`src/rtl/erloe_pkg.sv`:
```
/*
  Shared constants and types for the recall and output-enable block.
  Assumes a single 25 MHz system clock with a synchronous active-high reset.
*/
`default_nettype none

package erloe_pkg;

  // Timing
  localparam int CLK_FREQ_MHZ = 25;
  localparam int RECALL_TIME_US = 6000;
  localparam int RECALL_CYCLES_DFLT = RECALL_TIME_US * CLK_FREQ_MHZ;
  localparam int CNT_W = 18;

  // Control byte register
  localparam logic [7:0] CTRL_PTR_OFFSET = 8'h00;
  localparam logic [7:0] SOFT_RESET_CODE = 8'h06;

  // Bus framing
  localparam logic [3:0] BITS_PER_BYTE = 4'h8;
  localparam logic [6:0] DEV_ADDR_DFLT = 7'h2a; // Arbitrary value

  // DAC channels
  localparam int NUM_GAMMA = 14;
  localparam logic [3:0] COMMON_CHANNEL = 4'he;
  localparam logic [3:0] LAST_CHANNEL = 4'he;

  // Factory default codes
  localparam logic [9:0] GAMMA_DEFAULT_CODE = 10'h000;
  localparam logic [9:0] COMMON_DEFAULT_CODE = 10'h200;

  typedef struct packed {
    logic valid;
    logic [3:0] channel;
    logic [9:0] code;
  } erloe_dac_wr_t;

  typedef struct packed {
    logic valid;
    logic [7:0] pointer;
    logic [7:0] data;
  } erloe_byte_wr_t;

  typedef enum logic [2:0] {
    I_IDLE = 3'b000,
    I_ADDR = 3'b001,
    I_ACK_ADDR = 3'b010,
    I_PTR = 3'b011,
    I_ACK_PTR = 3'b100,
    I_DATA = 3'b101,
    I_ACK_DATA = 3'b110,
    I_NACK = 3'b111
  } erloe_i2c_state_t;

  typedef enum logic [1:0] {
    RC_IDLE = 2'b00,
    RC_COPY = 2'b01,
    RC_WAIT = 2'b10
  } erloe_rc_state_t;

endpackage

`default_nettype wire

```
`src/rtl/erloe_recall.sv`:
```
/*
  Recall sequencer: copies every stored word into the DAC registers, then
  holds busy until the recall time has run out.
  Assumes the storage array answers combinationally to the registered address.
*/
`default_nettype none

module erloe_recall
  import erloe_pkg::*;
#(
  parameter logic [CNT_W-1:0] RECALL_CYCLES = CNT_W'(RECALL_CYCLES_DFLT)
) (
  // Clock and reset
  input wire logic clk,
  input wire logic srst,
  // Control
  input wire logic start,
  // Storage array
  input wire logic eeprom_blank,
  input wire logic [9:0] eeprom_rdata,
  output logic [3:0] eeprom_addr,
  // DAC register load
  output erloe_dac_wr_t dac_wr,
  // Status
  output logic busy,
  output logic done_pulse
);

  erloe_rc_state_t state;
  logic [CNT_W-1:0] cnt;

  wire logic [9:0] default_code = (eeprom_addr == COMMON_CHANNEL) ? COMMON_DEFAULT_CODE : GAMMA_DEFAULT_CODE;
  wire logic [9:0] load_code = eeprom_blank ? default_code : eeprom_rdata;
  wire logic time_up = (cnt == RECALL_CYCLES - CNT_W'(1));

  always_ff @(posedge clk) begin
    if (srst) begin
      state <= RC_IDLE;
      cnt <= '0;
      eeprom_addr <= 4'h0;
      dac_wr <= '0;
      busy <= 1'b0;
      done_pulse <= 1'b0;
    end else begin
      dac_wr <= '0;
      done_pulse <= 1'b0;
      if (start) begin
        // A new trigger restarts the whole copy and timer
        state <= RC_COPY;
        cnt <= '0;
        eeprom_addr <= 4'h0;
        busy <= 1'b1;
      end else begin
        unique case (state)
          RC_IDLE: begin
            cnt <= '0;
          end
          RC_COPY: begin
            cnt <= cnt + CNT_W'(1);
            dac_wr <= '{valid: 1'b1, channel: eeprom_addr, code: load_code};
            if (eeprom_addr == LAST_CHANNEL) begin
              state <= RC_WAIT;
            end else begin
              eeprom_addr <= eeprom_addr + 4'h1;
            end
          end
          RC_WAIT: begin
            cnt <= cnt + CNT_W'(1);
            if (time_up) begin
              state <= RC_IDLE;
              busy <= 1'b0;
              done_pulse <= 1'b1;
            end
          end
          default: begin
            state <= RC_IDLE;
            busy <= 1'b0;
          end
        endcase
      end
    end
  end

endmodule

`default_nettype wire

```
`src/rtl/erloe_top.sv`:
```
/*
  Recall and output-enable controller: two-wire bus slave that decodes the
  software-reset control byte, power-on recall trigger, supply lockout with
  hysteresis and thermal shutdown gating of the analog output drivers.
  Assumes bus pins and comparator flags are synchronous to clk, and that
  the supply and temperature comparators are provided by analog circuitry.
*/
`default_nettype none

//Contract
//- When logic supply comes up, copy all stored values into every DAC register.
//- A recall takes about six milliseconds, for power-on and software reset alike.
//- Writing 0x06 to pointer 0x00 starts recall at the eighth clock's falling edge.
//- The software-reset control byte is answered with a NACK on the ninth clock.
//- During any recall, outputs are high impedance and every bus command is NACKed.
//- At recall end, all gamma outputs and the common output enable together.
//- Factory defaults are code 0x000 for gamma channels and 0x200 for common.
//- At power-on, outputs stay disabled while analog supply is below lockout.
//- Gamma outputs enable only after recall and with analog supply above upper threshold.
//- Common output enables only when analog and amplifier supplies exceed upper threshold.
//- All outputs disable when analog supply falls below the lower threshold.
//- At the thermal shutdown point all outputs go to high impedance.
//- After shutdown, outputs re-enable once the die has cooled by the hysteresis.
module erloe_top
  import erloe_pkg::*;
#(
  parameter logic [CNT_W-1:0] RECALL_CYCLES = CNT_W'(RECALL_CYCLES_DFLT),
  parameter logic [6:0] DEV_ADDR = DEV_ADDR_DFLT
) (
  // Clock and reset
  input wire logic clk,
  input wire logic srst,
  // Two-wire bus
  input wire logic scl,
  input wire logic sda_in,
  output logic sda_out,
  output logic sda_oe_n,
  // Supply and temperature comparators
  input wire logic logic_supply_ok,
  input wire logic analog_above_upper,
  input wire logic analog_below_lower,
  input wire logic amplifier_supply_above_upper,
  input wire logic die_at_shutdown,
  input wire logic die_cooled,
  // Storage array
  input wire logic eeprom_blank,
  input wire logic [9:0] eeprom_rdata,
  output logic [3:0] eeprom_addr,
  // DAC register loads
  output erloe_dac_wr_t dac_wr,
  output erloe_byte_wr_t byte_wr,
  // Status and output drivers
  output logic recall_busy,
  output logic [NUM_GAMMA-1:0] gamma_outputs_enable,
  output logic common_voltage_output_enable
);

  function automatic logic is_rx_state(input erloe_i2c_state_t s);
    is_rx_state = (s == I_ADDR) || (s == I_PTR) || (s == I_DATA);
  endfunction

  function automatic logic is_ack_state(input erloe_i2c_state_t s);
    is_ack_state = (s == I_ACK_ADDR) || (s == I_ACK_PTR) || (s == I_ACK_DATA);
  endfunction

  // Bus sampling and edge detection
  logic scl_q;
  logic sda_q;
  erloe_i2c_state_t state;
  erloe_i2c_state_t next_state;
  logic [3:0] bitcnt;
  logic [7:0] shreg;
  logic [7:0] pointer;

  wire logic scl_rise = scl && !scl_q;
  wire logic scl_fall = !scl && scl_q;
  wire logic start_cond = scl && scl_q && sda_q && !sda_in;
  wire logic stop_cond = scl && scl_q && !sda_q && sda_in;
  wire logic byte_done = is_rx_state(state) && scl_fall && (bitcnt == BITS_PER_BYTE);
  wire logic addr_match = (shreg[7:1] == DEV_ADDR) && !shreg[0];
  wire logic soft_reset_hit = (state == I_DATA) && byte_done && (pointer == CTRL_PTR_OFFSET)
    && (shreg == SOFT_RESET_CODE) && !recall_busy;
  wire logic ack_ok = !recall_busy && ((state != I_ADDR) || addr_match) && !soft_reset_hit;
  wire logic data_taken = (state == I_DATA) && byte_done && ack_ok;

  // Recall triggers
  logic logic_ok_q;
  logic recall_done;
  logic done_pulse;
  wire logic por_start = logic_supply_ok && !logic_ok_q;
  wire logic recall_start = por_start || soft_reset_hit;

  // Lockout and thermal state
  logic analog_ok;
  logic thermal_off;
  wire logic next_analog_ok = analog_below_lower ? 1'b0 : (analog_above_upper ? 1'b1 : analog_ok);
  wire logic next_thermal_off = die_at_shutdown ? 1'b1 : (die_cooled ? 1'b0 : thermal_off);
  wire logic next_recall_done = recall_start ? 1'b0 : (done_pulse ? 1'b1 : recall_done);
  wire logic next_gamma_en = next_recall_done && next_analog_ok && !next_thermal_off;
  wire logic next_common_en = next_gamma_en && amplifier_supply_above_upper;
  wire logic next_sda_oe_n = !is_ack_state(next_state);

  always_comb begin
    next_state = state;
    if (start_cond) begin
      next_state = I_ADDR;
    end else if (stop_cond) begin
      next_state = I_IDLE;
    end else begin
      unique case (state)
        I_IDLE: next_state = I_IDLE;
        I_ADDR: if (byte_done) next_state = ack_ok ? I_ACK_ADDR : I_NACK;
        I_PTR: if (byte_done) next_state = ack_ok ? I_ACK_PTR : I_NACK;
        I_DATA: if (byte_done) next_state = ack_ok ? I_ACK_DATA : I_NACK;
        I_ACK_ADDR: if (scl_fall) next_state = I_PTR;
        I_ACK_PTR: if (scl_fall) next_state = I_DATA;
        I_ACK_DATA: if (scl_fall) next_state = I_DATA;
        I_NACK: if (scl_fall) next_state = I_IDLE;
      endcase
    end
  end

  always_ff @(posedge clk) begin
    if (srst) begin
      scl_q <= 1'b1;
      sda_q <= 1'b1;
      state <= I_IDLE;
      bitcnt <= 4'h0;
      shreg <= 8'h00;
      pointer <= 8'h00;
      sda_out <= 1'b0;
      sda_oe_n <= 1'b1;
      byte_wr <= '0;
    end else begin
      scl_q <= scl;
      sda_q <= sda_in;
      state <= next_state;
      sda_out <= 1'b0;
      sda_oe_n <= next_sda_oe_n;
      byte_wr <= '{valid: data_taken, pointer: pointer, data: shreg};
      if (start_cond || byte_done) begin
        bitcnt <= 4'h0;
      end else if (scl_rise && is_rx_state(state)) begin
        bitcnt <= bitcnt + 4'h1;
        shreg <= {shreg[6:0], sda_in};
      end
      if ((state == I_PTR) && byte_done && ack_ok) begin
        pointer <= shreg;
      end
    end
  end

  // Supply, thermal and enable registers
  always_ff @(posedge clk) begin
    if (srst) begin
      logic_ok_q <= 1'b0;
      recall_done <= 1'b0;
      analog_ok <= 1'b0;
      thermal_off <= 1'b0;
      gamma_outputs_enable <= '0;
      common_voltage_output_enable <= 1'b0;
    end else begin
      logic_ok_q <= logic_supply_ok;
      recall_done <= next_recall_done;
      analog_ok <= next_analog_ok;
      thermal_off <= next_thermal_off;
      gamma_outputs_enable <= {NUM_GAMMA{next_gamma_en}};
      common_voltage_output_enable <= next_common_en;
    end
  end

  erloe_recall #(
    .RECALL_CYCLES(RECALL_CYCLES)
  ) u_recall (
    .clk(clk),
    .srst(srst),
    .start(recall_start),
    .eeprom_blank(eeprom_blank),
    .eeprom_rdata(eeprom_rdata),
    .eeprom_addr(eeprom_addr),
    .dac_wr(dac_wr),
    .busy(recall_busy),
    .done_pulse(done_pulse)
  );

endmodule

`default_nettype wire

```
`config.mk`:
```
export PLATFORM = sky130hd
export DESIGN_NAME = erloe_top
export DESIGN_NICKNAME = d
export VERILOG_FILES = /design/src/rtl/erloe_pkg.sv /design/src/rtl/erloe_recall.sv /design/src/rtl/erloe_top.sv
export SDC_FILE = /design/constraint.sdc
export NUM_CORES = 1
export LEC_CHECK = 0
export BUFFER_PORTS_ARGS = -buffer_cell sky130_fd_sc_hd__buf_2
export CORE_MARGIN = 10
export CORE_UTILIZATION = 50
export CTS_CLUSTER_DIAMETER = 30
export DETAILED_ROUTE_END_ITERATION = 10
export GPL_ROUTABILITY_DRIVEN = 1
export GPL_TIMING_DRIVEN = 0
export PLACE_DENSITY = 0.81
export SETUP_SLACK_MARGIN = 0.4
export SLEW_MARGIN = 15
export SYNTH_ARGS = -nofsm -noshare
export SYNTH_HDL_FRONTEND = slang
export SYNTH_HIERARCHICAL = 1
export SYNTH_SLANG_ARGS = --single-unit
```
`constraint.sdc`:
```
create_clock -name clk -period 2.76 [get_ports clk]
set_clock_uncertainty 0.05 [all_clocks]
set_input_delay 0.138 -clock clk [delete_from_list [all_inputs] [get_ports clk]]
set_output_delay 0.138 -clock clk [all_outputs]
set_load 0.1 [all_outputs]
```
---- Word-level counts from Yosys, hierarchy flattened ----
Index checks and enable logic that the tools add are counted.
word-level totals
  bits in registers ....................... 90
  output and inout port bits .............. 54
operators by class
  add/subtract/negate cells ............... 3
  equality and inequality tests ........... 24
  mux-type cells .......................... 30
  bitwise logic cells ..................... 5
  reduce and logical (&&, ||, !) cells .... 57
operators by type and width
  cell                                                    count
  case mux 18 bit (2 select lines)                        1
  2-to-1 mux 3 bit                                        9
  logical AND 1 bit                                       24
  case mux 3 bit (7 select lines)                         1
  2-to-1 mux 10 bit                                       2
  adder 18 x 1 -> 18 bit (second input constant)          1
  == test 18 bit (second input constant)                  1
  == test 3 bit (second input constant)                   6
  2-to-1 mux 15 bit                                       1
  2-to-1 mux 1 bit                                        11
  zero test 1 bit                                         10
  OR reduction 2 bit                                      5
  == test 3 x 2 -> 1 bit (second input constant)          3
  adder 4 x 1 -> 4 bit (second input constant)            2
  == test 4 bit (second input constant)                   2
  == test 8 x 3 -> 1 bit (second input constant)          1
  zero test 8 bit                                         1
  == test 7 x 6 -> 1 bit (second input constant)          1
  logical OR 1 bit                                        7
  2-to-1 mux 2 bit                                        3
  inequality test 2 x 1 -> 1 bit (second input constant)  3
  inequality test 3 x 2 -> 1 bit (second input constant)  2
  case mux 2 bit (3 select lines)                         1
  AND reduction 2 bit                                     3
  other kinds (12)                                        18

---- Logic depth before layout (Yosys ltp) ----
  word-level depth ........................ 20
  depth in mapped cells ................... 11
  gate-level depth less buffers ........... 10

---- Hierarchy ----
The synthesis kept the hierarchy.
modules (own cells, without submodules)
  module        instances  cells each  area each (µm²)
  erloe_top     1          201         1941.9
  erloe_recall  1          184         1747.9

---- Worst setup path before layout ----
OpenSTA, ideal clock, no wires.
  path type ............................... flip-flop to flip-flop
  start point ............................. register u_recall.busy
  end point ............................... register u_recall.cnt[10]
  arrival time ............................ 2.437 ns
  path slack .............................. 0.208 ns
  stages on the path, launching flop included .. 9
  cells stage by stage .................... dfxtp_1 > nor2_1 > nand4_1 > o21ai_0 > buf_2 > nor2_1 > o21ai_1 > clkbuf_1 > nor2_1
between the ends
  longest elaborated chain between the ends .. 4
RTL lines
  what                                 line                text
  start, declared                      erloe_recall.sv:25  output logic busy,
  start signal, assigned               erloe_recall.sv:42  busy <= 1'b0;
  start signal, assigned               erloe_recall.sv:52  busy <= 1'b1;
  start signal, assigned               erloe_recall.sv:71  busy <= 1'b0;
  zero test 1 bit                      erloe_top.sv:82     && (shreg == SOFT_RESET_CODE) && !recall_busy;
  logical AND 1 bit                    erloe_top.sv:82
  logical OR 1 bit                     erloe_top.sv:91     wire logic recall_start = por_start || soft_reset_hit;
  named net recall_start               erloe_top.sv:91
  OR reduction 2 bit (no source line)  -
  end signal, assigned                 erloe_recall.sv:59  cnt <= cnt + CNT_W'(1);
  end signal, assigned                 erloe_recall.sv:68  cnt <= cnt + CNT_W'(1);
  end, declared                        erloe_recall.sv:30  logic [CNT_W-1:0] cnt;
The timed path passes the listed nets, and every way through them passes these cells.
A chain may end at the register's enable or synchronous reset.

---- Worst setup path after layout ----
  start point ............................. register bitcnt[0]
  end point ............................... register sda_oe_n
between the ends
  longest elaborated chain between the ends .. 17
  elaborated cells between the ends (all ways) .. 23
  those cells by class .................... eq/ne (4); mux (9); reduce/logical (10)
RTL lines
  what                                                     line                                                  text
  start, declared                                          erloe_top.sv:71                                       logic [3:0] bitcnt;
  start signal, assigned                                   erloe_top.sv:144                                      bitcnt <= bitcnt + 4'h1;
  == test 4 bit (*)                                        erloe_top.sv:79                                       wire logic byte_done = is_rx_state(state) && scl_fall && (bitcnt == BITS_PER_BYTE);
  logical AND 1 bit (*)                                    erloe_top.sv:79
  logical AND 1 bit (2 in series)                          erloe_top.sv:81                                       wire logic soft_reset_hit = (state == I_DATA) && byte_done && (pointer == CTRL_PTR_OFFSET)
  logical AND 1 bit (2 in series)                          erloe_top.sv:82
  zero test 1 bit                                          erloe_top.sv:83                                       wire logic ack_ok = !recall_busy && ((state != I_ADDR) || addr_match) && !soft_reset_hit;
  logical AND 1 bit                                        erloe_top.sv:83
  2-to-1 mux 1 bit (tied with other cells)                 erloe_top.sv:114                                      I_DATA: if (byte_done) next_state = ack_ok ? I_ACK_DATA : I_NACK;
  2-to-1 mux 3 bit, on equally long branches               erloe_top.sv:114, erloe_top.sv:112, erloe_top.sv:113
  case mux 3 bit (7 select lines) (*)                      erloe_top.sv:110                                      unique case (state)
  2-to-1 mux 3 bit (*)                                     erloe_top.sv:107                                      end else if (stop_cond) begin
  2-to-1 mux 3 bit (*)                                     erloe_top.sv:105                                      if (start_cond) begin
  == test 3 x 2 -> 1 bit or == test 3 bit (tied branches)  erloe_top.sv:63                                       is_ack_state = (s == I_ACK_ADDR) || (s == I_ACK_PTR) || (s == I_ACK_DATA);
  logical OR 1 bit                                         erloe_top.sv:63
  logical OR 1 bit (*)                                     erloe_top.sv:63
  zero test 1 bit (*)                                      erloe_top.sv:101                                      wire logic next_sda_oe_n = !is_ack_state(next_state);
  end signal, assigned                                     erloe_top.sv:139                                      sda_oe_n <= next_sda_oe_n;
  end, declared                                            erloe_top.sv:37                                       output logic sda_oe_n,
Every way passes the cells marked *; elsewhere a longest branch is shown, timed or not.

==> reports/metrics.csv <==
stage,metric,value,unit
die,io_pins,75,
route,vias,3169,
grt,groute.usage.overall,15.5,%
run_status,status,completed,
sta,setup_viol,0,
critical_path,path_max_fanout,3,
synthesis,synth.distinct_cells,54,
clock_tree,clock_latency,0.35,ns
finish,final_util,67.8,%
critical_path,startpoint_type,flop,
clock_tree,numClockSinks,90,
finish,num-nets-final,538,
route,drt_wl_total,9440,um
synthesis,ys_warn_count,6,
die,fp.dieH,106,um
worst_hold_path,hold_path.class,in -> reg,
finish,stdcell_count,612,
synthesis,syn_avg_cell_area,9.58,um^2
critical_path,timing.rr.end,sda_oe_n,
pwr,irDropWorstVdd,0.282,mV
sta,rsz0062_at_grt,true,
placement,dpl_cell_area,4190,um^2
die,start_util,51.1,%
die,core-area,7210,um^2
clock_tree,cts-buffers-inserted,9,
placement,gp_congestion,0.887,
finish,fin_area,4890,um^2
route,wl_per_cell,15.4,um
grt,grt_max_degree,17,
synthesis,synth_cells,385,
die,die_w,106,um
clock_tree,root_buffer,clkbuf_8,
clock_tree,path_clk_slew,0.09,ns
grt,grt_overflow,0,
synthesis,syn-cell-area,3690,um^2
pwr,powerDensity,533,nW/um^2
critical_path,worstPathRequired,2.94,ns
pwr,power,0.00261,W
die,dieArea,11200,um^2
synthesis,synth_edf_count,0,
finish,final_layout_size_suffix_gt1_share,32.6,%
grt,first_global_vias,3103,
critical_path,worstPathArrival,2.66,ns
clock_tree,clock_path_buffers,2,
critical_path,rrSetupSlack,0.29,ns
placement,hpwl,5950,um
placement,io_buffers,73,
synthesis,ys.flop_type,dfxtp_1,
grt,grtUsageMet2,25.0,%
route,ant_nets,0,
worst_hold_path,hp-start,sda_in,
clock_tree,cts_tree,built,
synthesis,syn-num-nets,415,
grt,antenna_found_initial,0,
sta,slew-limit-headroom,60.9,%
sta,max_freq,404,MHz
route,dr.pass1.iters,5,
job,max-cap-violations,0,
pwr,cellLeakagePower,2.19,nW
sta,maxSlewViolCount,0,
worst_hold_path,hold_end,sda_q,
sta,finalHoldViolCount,0,
sta,timing.final.crit_share,89.7,%
critical_path,worstSetupPathType,reg -> reg,
critical_path,critPathCaptureType,flop,
sta,holdWs,0.0454,ns
finish,antenna-diode-count,0,
grt,grt_pass1_wl,14500,um
grt,use_met1,18.2,%
synthesis,async_flop_share,0,%
route,route.detailed.drc,0,
finish,area_delta_synth_final,32.6,%
critical_path,worstReg2RegStart,bitcnt[0],
critical_path,rr_worst_depth,8,
synthesis,ys_seq_area_share,48.8,%
finish,fillers,522,
worst_hold_path,holdPathStages,2,
placement,dpl.cell_count,557,
die,core.rowCount,31,
sta,tightestPinTransition,0.587,ns
sta,min_period,2.47,ns
grt,met3_usage,5.25,%
grt,grt-busiest-layer,met2,
synthesis,ys_seq_elements,90,
route,viasPerCell,5.18,
clock_tree,cts_htree_levels,3,
route,dr.first_iter.drc_count,122,
sequential cells by signal, indices dropped and copies added (netlist names), 2 cells and up:
name / count
bitcnt: 4
byte_wr: 17
pointer: 8
shreg: 8
state: 3
u_recall/cnt: 18
u_recall/dac_wr: 15
u_recall/eeprom_addr: 4
u_recall/state: 2
worst max-delay path by stage:
stage,slack (ns),endpoint,start,depth (start not counted)
final,0.29,sda_oe_n,bitcnt[0],8
after CTS,0.41,u_recall/dac_wr[1],shreg[4],9
after global placement,-0.24,u_recall/cnt[4],shreg[4],9
after detailed placement,-0.20,u_recall/cnt[12],shreg[4],9
after floorplan,0.44,u_recall/cnt[10],shreg[4],9
after global routing,0.25,sda_oe_n,bitcnt[0],8
cell usage in the layout (no fill, tap or decap), drive strengths merged, types with 9 or more instances in the layout:
| cell type | count |
|---|---|
| nor2 | 58 |
| nand2 | 10 |
| and2 | 11 |
| ha | 9 |
| mux2i | 18 |
| buf | 117 |
| nor2b | 18 |
| nand3 | 13 |
| xnor2 | 10 |
| dlygate4sd3 | 14 |
| a21oi | 12 |
| clkbuf | 16 |
| dfxtp | 90 |
| nor3 | 9 |
| inv | 14 |
through the flow:
stage / setup slack (ns) / setup TNS (ns)
CTS: 0.408 / 0
floorplan: 0.440 / 0
finish: 0.285 / 0
global route: 0.250 / 0
detailed placement: -0.200 / -2.67
global placement: -0.240 / -3.36
area by class of cell:
| type | count | area, um^2 | share of cell area [%] |
|---|---|---|---|
| plain buffers | 26 | 173 | 3.53 |
| multi-input cells | 258 | 1790 | 36.6 |
| clock inverters | 7 | 121 | 2.48 |
| well taps | 99 | 124 | 2.53 |
| flip-flops and latches | 90 | 1820 | 37.1 |
| inverters | 11 | 41.3 | 0.844 |
| repair buffers | 112 | 704 | 14.4 |
| clock buffers | 9 | 124 | 2.53 |
timing repair:
action                                 in CTS  in global routing
setup endpoints to repair                  38                 30
resized for setup                          19                 22
pin swaps                                   7                 10
endpoints found under the hold margin      14                  0
setup buffers                              12                 12
hold buffers                               14                  0
cloned                                      1                  0
per-layer routing:
metal | up-vias | part of all wire, %
li1 | 1563 | -
met1 | 1485 | 43
met2 | 109 | 47
met3 | 12 | 7.6
met4 | 0 | 1.8
met5 | - | 0
logic make-up (layout without fill, tap and decap cells):
logic type	after synthesis	count (layout)	synth area share, %
flops	90	90	48.8
buf+inv	37	165	5.29
xor+xnor	17	17	4.04
other cells	1	1	0.102
simple gates	177	177	27.4
fa+ha+maj	9	9	3.05
compound gates	36	36	6.37
mux	18	18	4.88
power breakdown:
group / switching [W] / internal (W) / total, W
Sequential: 0.0000123 / 0.00131 / 0.00132
Clock: 0.000479 / 0.000610 / 0.00109
Combinational: 0.000127 / 0.0000713 / 0.000198
Total: 0.000619 / 0.00199 / 0.00261
Yosys cell counts, types with 2 or more instances:
cell type	instances	share of area, %
ha_1	9	3.1
nand3b_1	2	0.41
nor4_1	4	0.68
nand3_1	12	1.6
nand2b_1	3	0.51
a21oi_1	12	1.6
o31ai_1	3	0.61
o21ai_0	7	0.95
inv_1	11	1.1
nand4_1	6	1.0
and2_1	11	1.9
a211oi_1	2	0.41
nor2_1	58	5.9
buf_2	3	0.41
and3_1	5	0.85
mux2i_1	18	4.9
nand2_1	10	1.0
and4b_1	3	0.81
nand4_2	2	0.68
xor2_1	7	1.7
nand4b_1	4	0.95
clkbuf_1	8	0.81
buf_4	14	2.8
a2111oi_0	2	0.47
nor2b_1	18	3.1
nor4b_1	2	0.47
or4_1	6	1.2
xnor2_1	10	2.4
or3_1	8	1.4
nor3_1	9	1.2
o211ai_1	2	0.41
dfxtp_1	90	49
or2_2	3	0.51
worst max-delay path, cell delays in order (launching register included):
cell      delay (ns)
dfxtp_2         0.33
inv_2           0.08
ha_4            0.12
nand4b_1        0.15
nand3b_1        0.27
a311oi_2        0.37
a221oi_2        0.12
or3_1           0.34
or4_1           0.53
(Power assumes the default switching activity.)
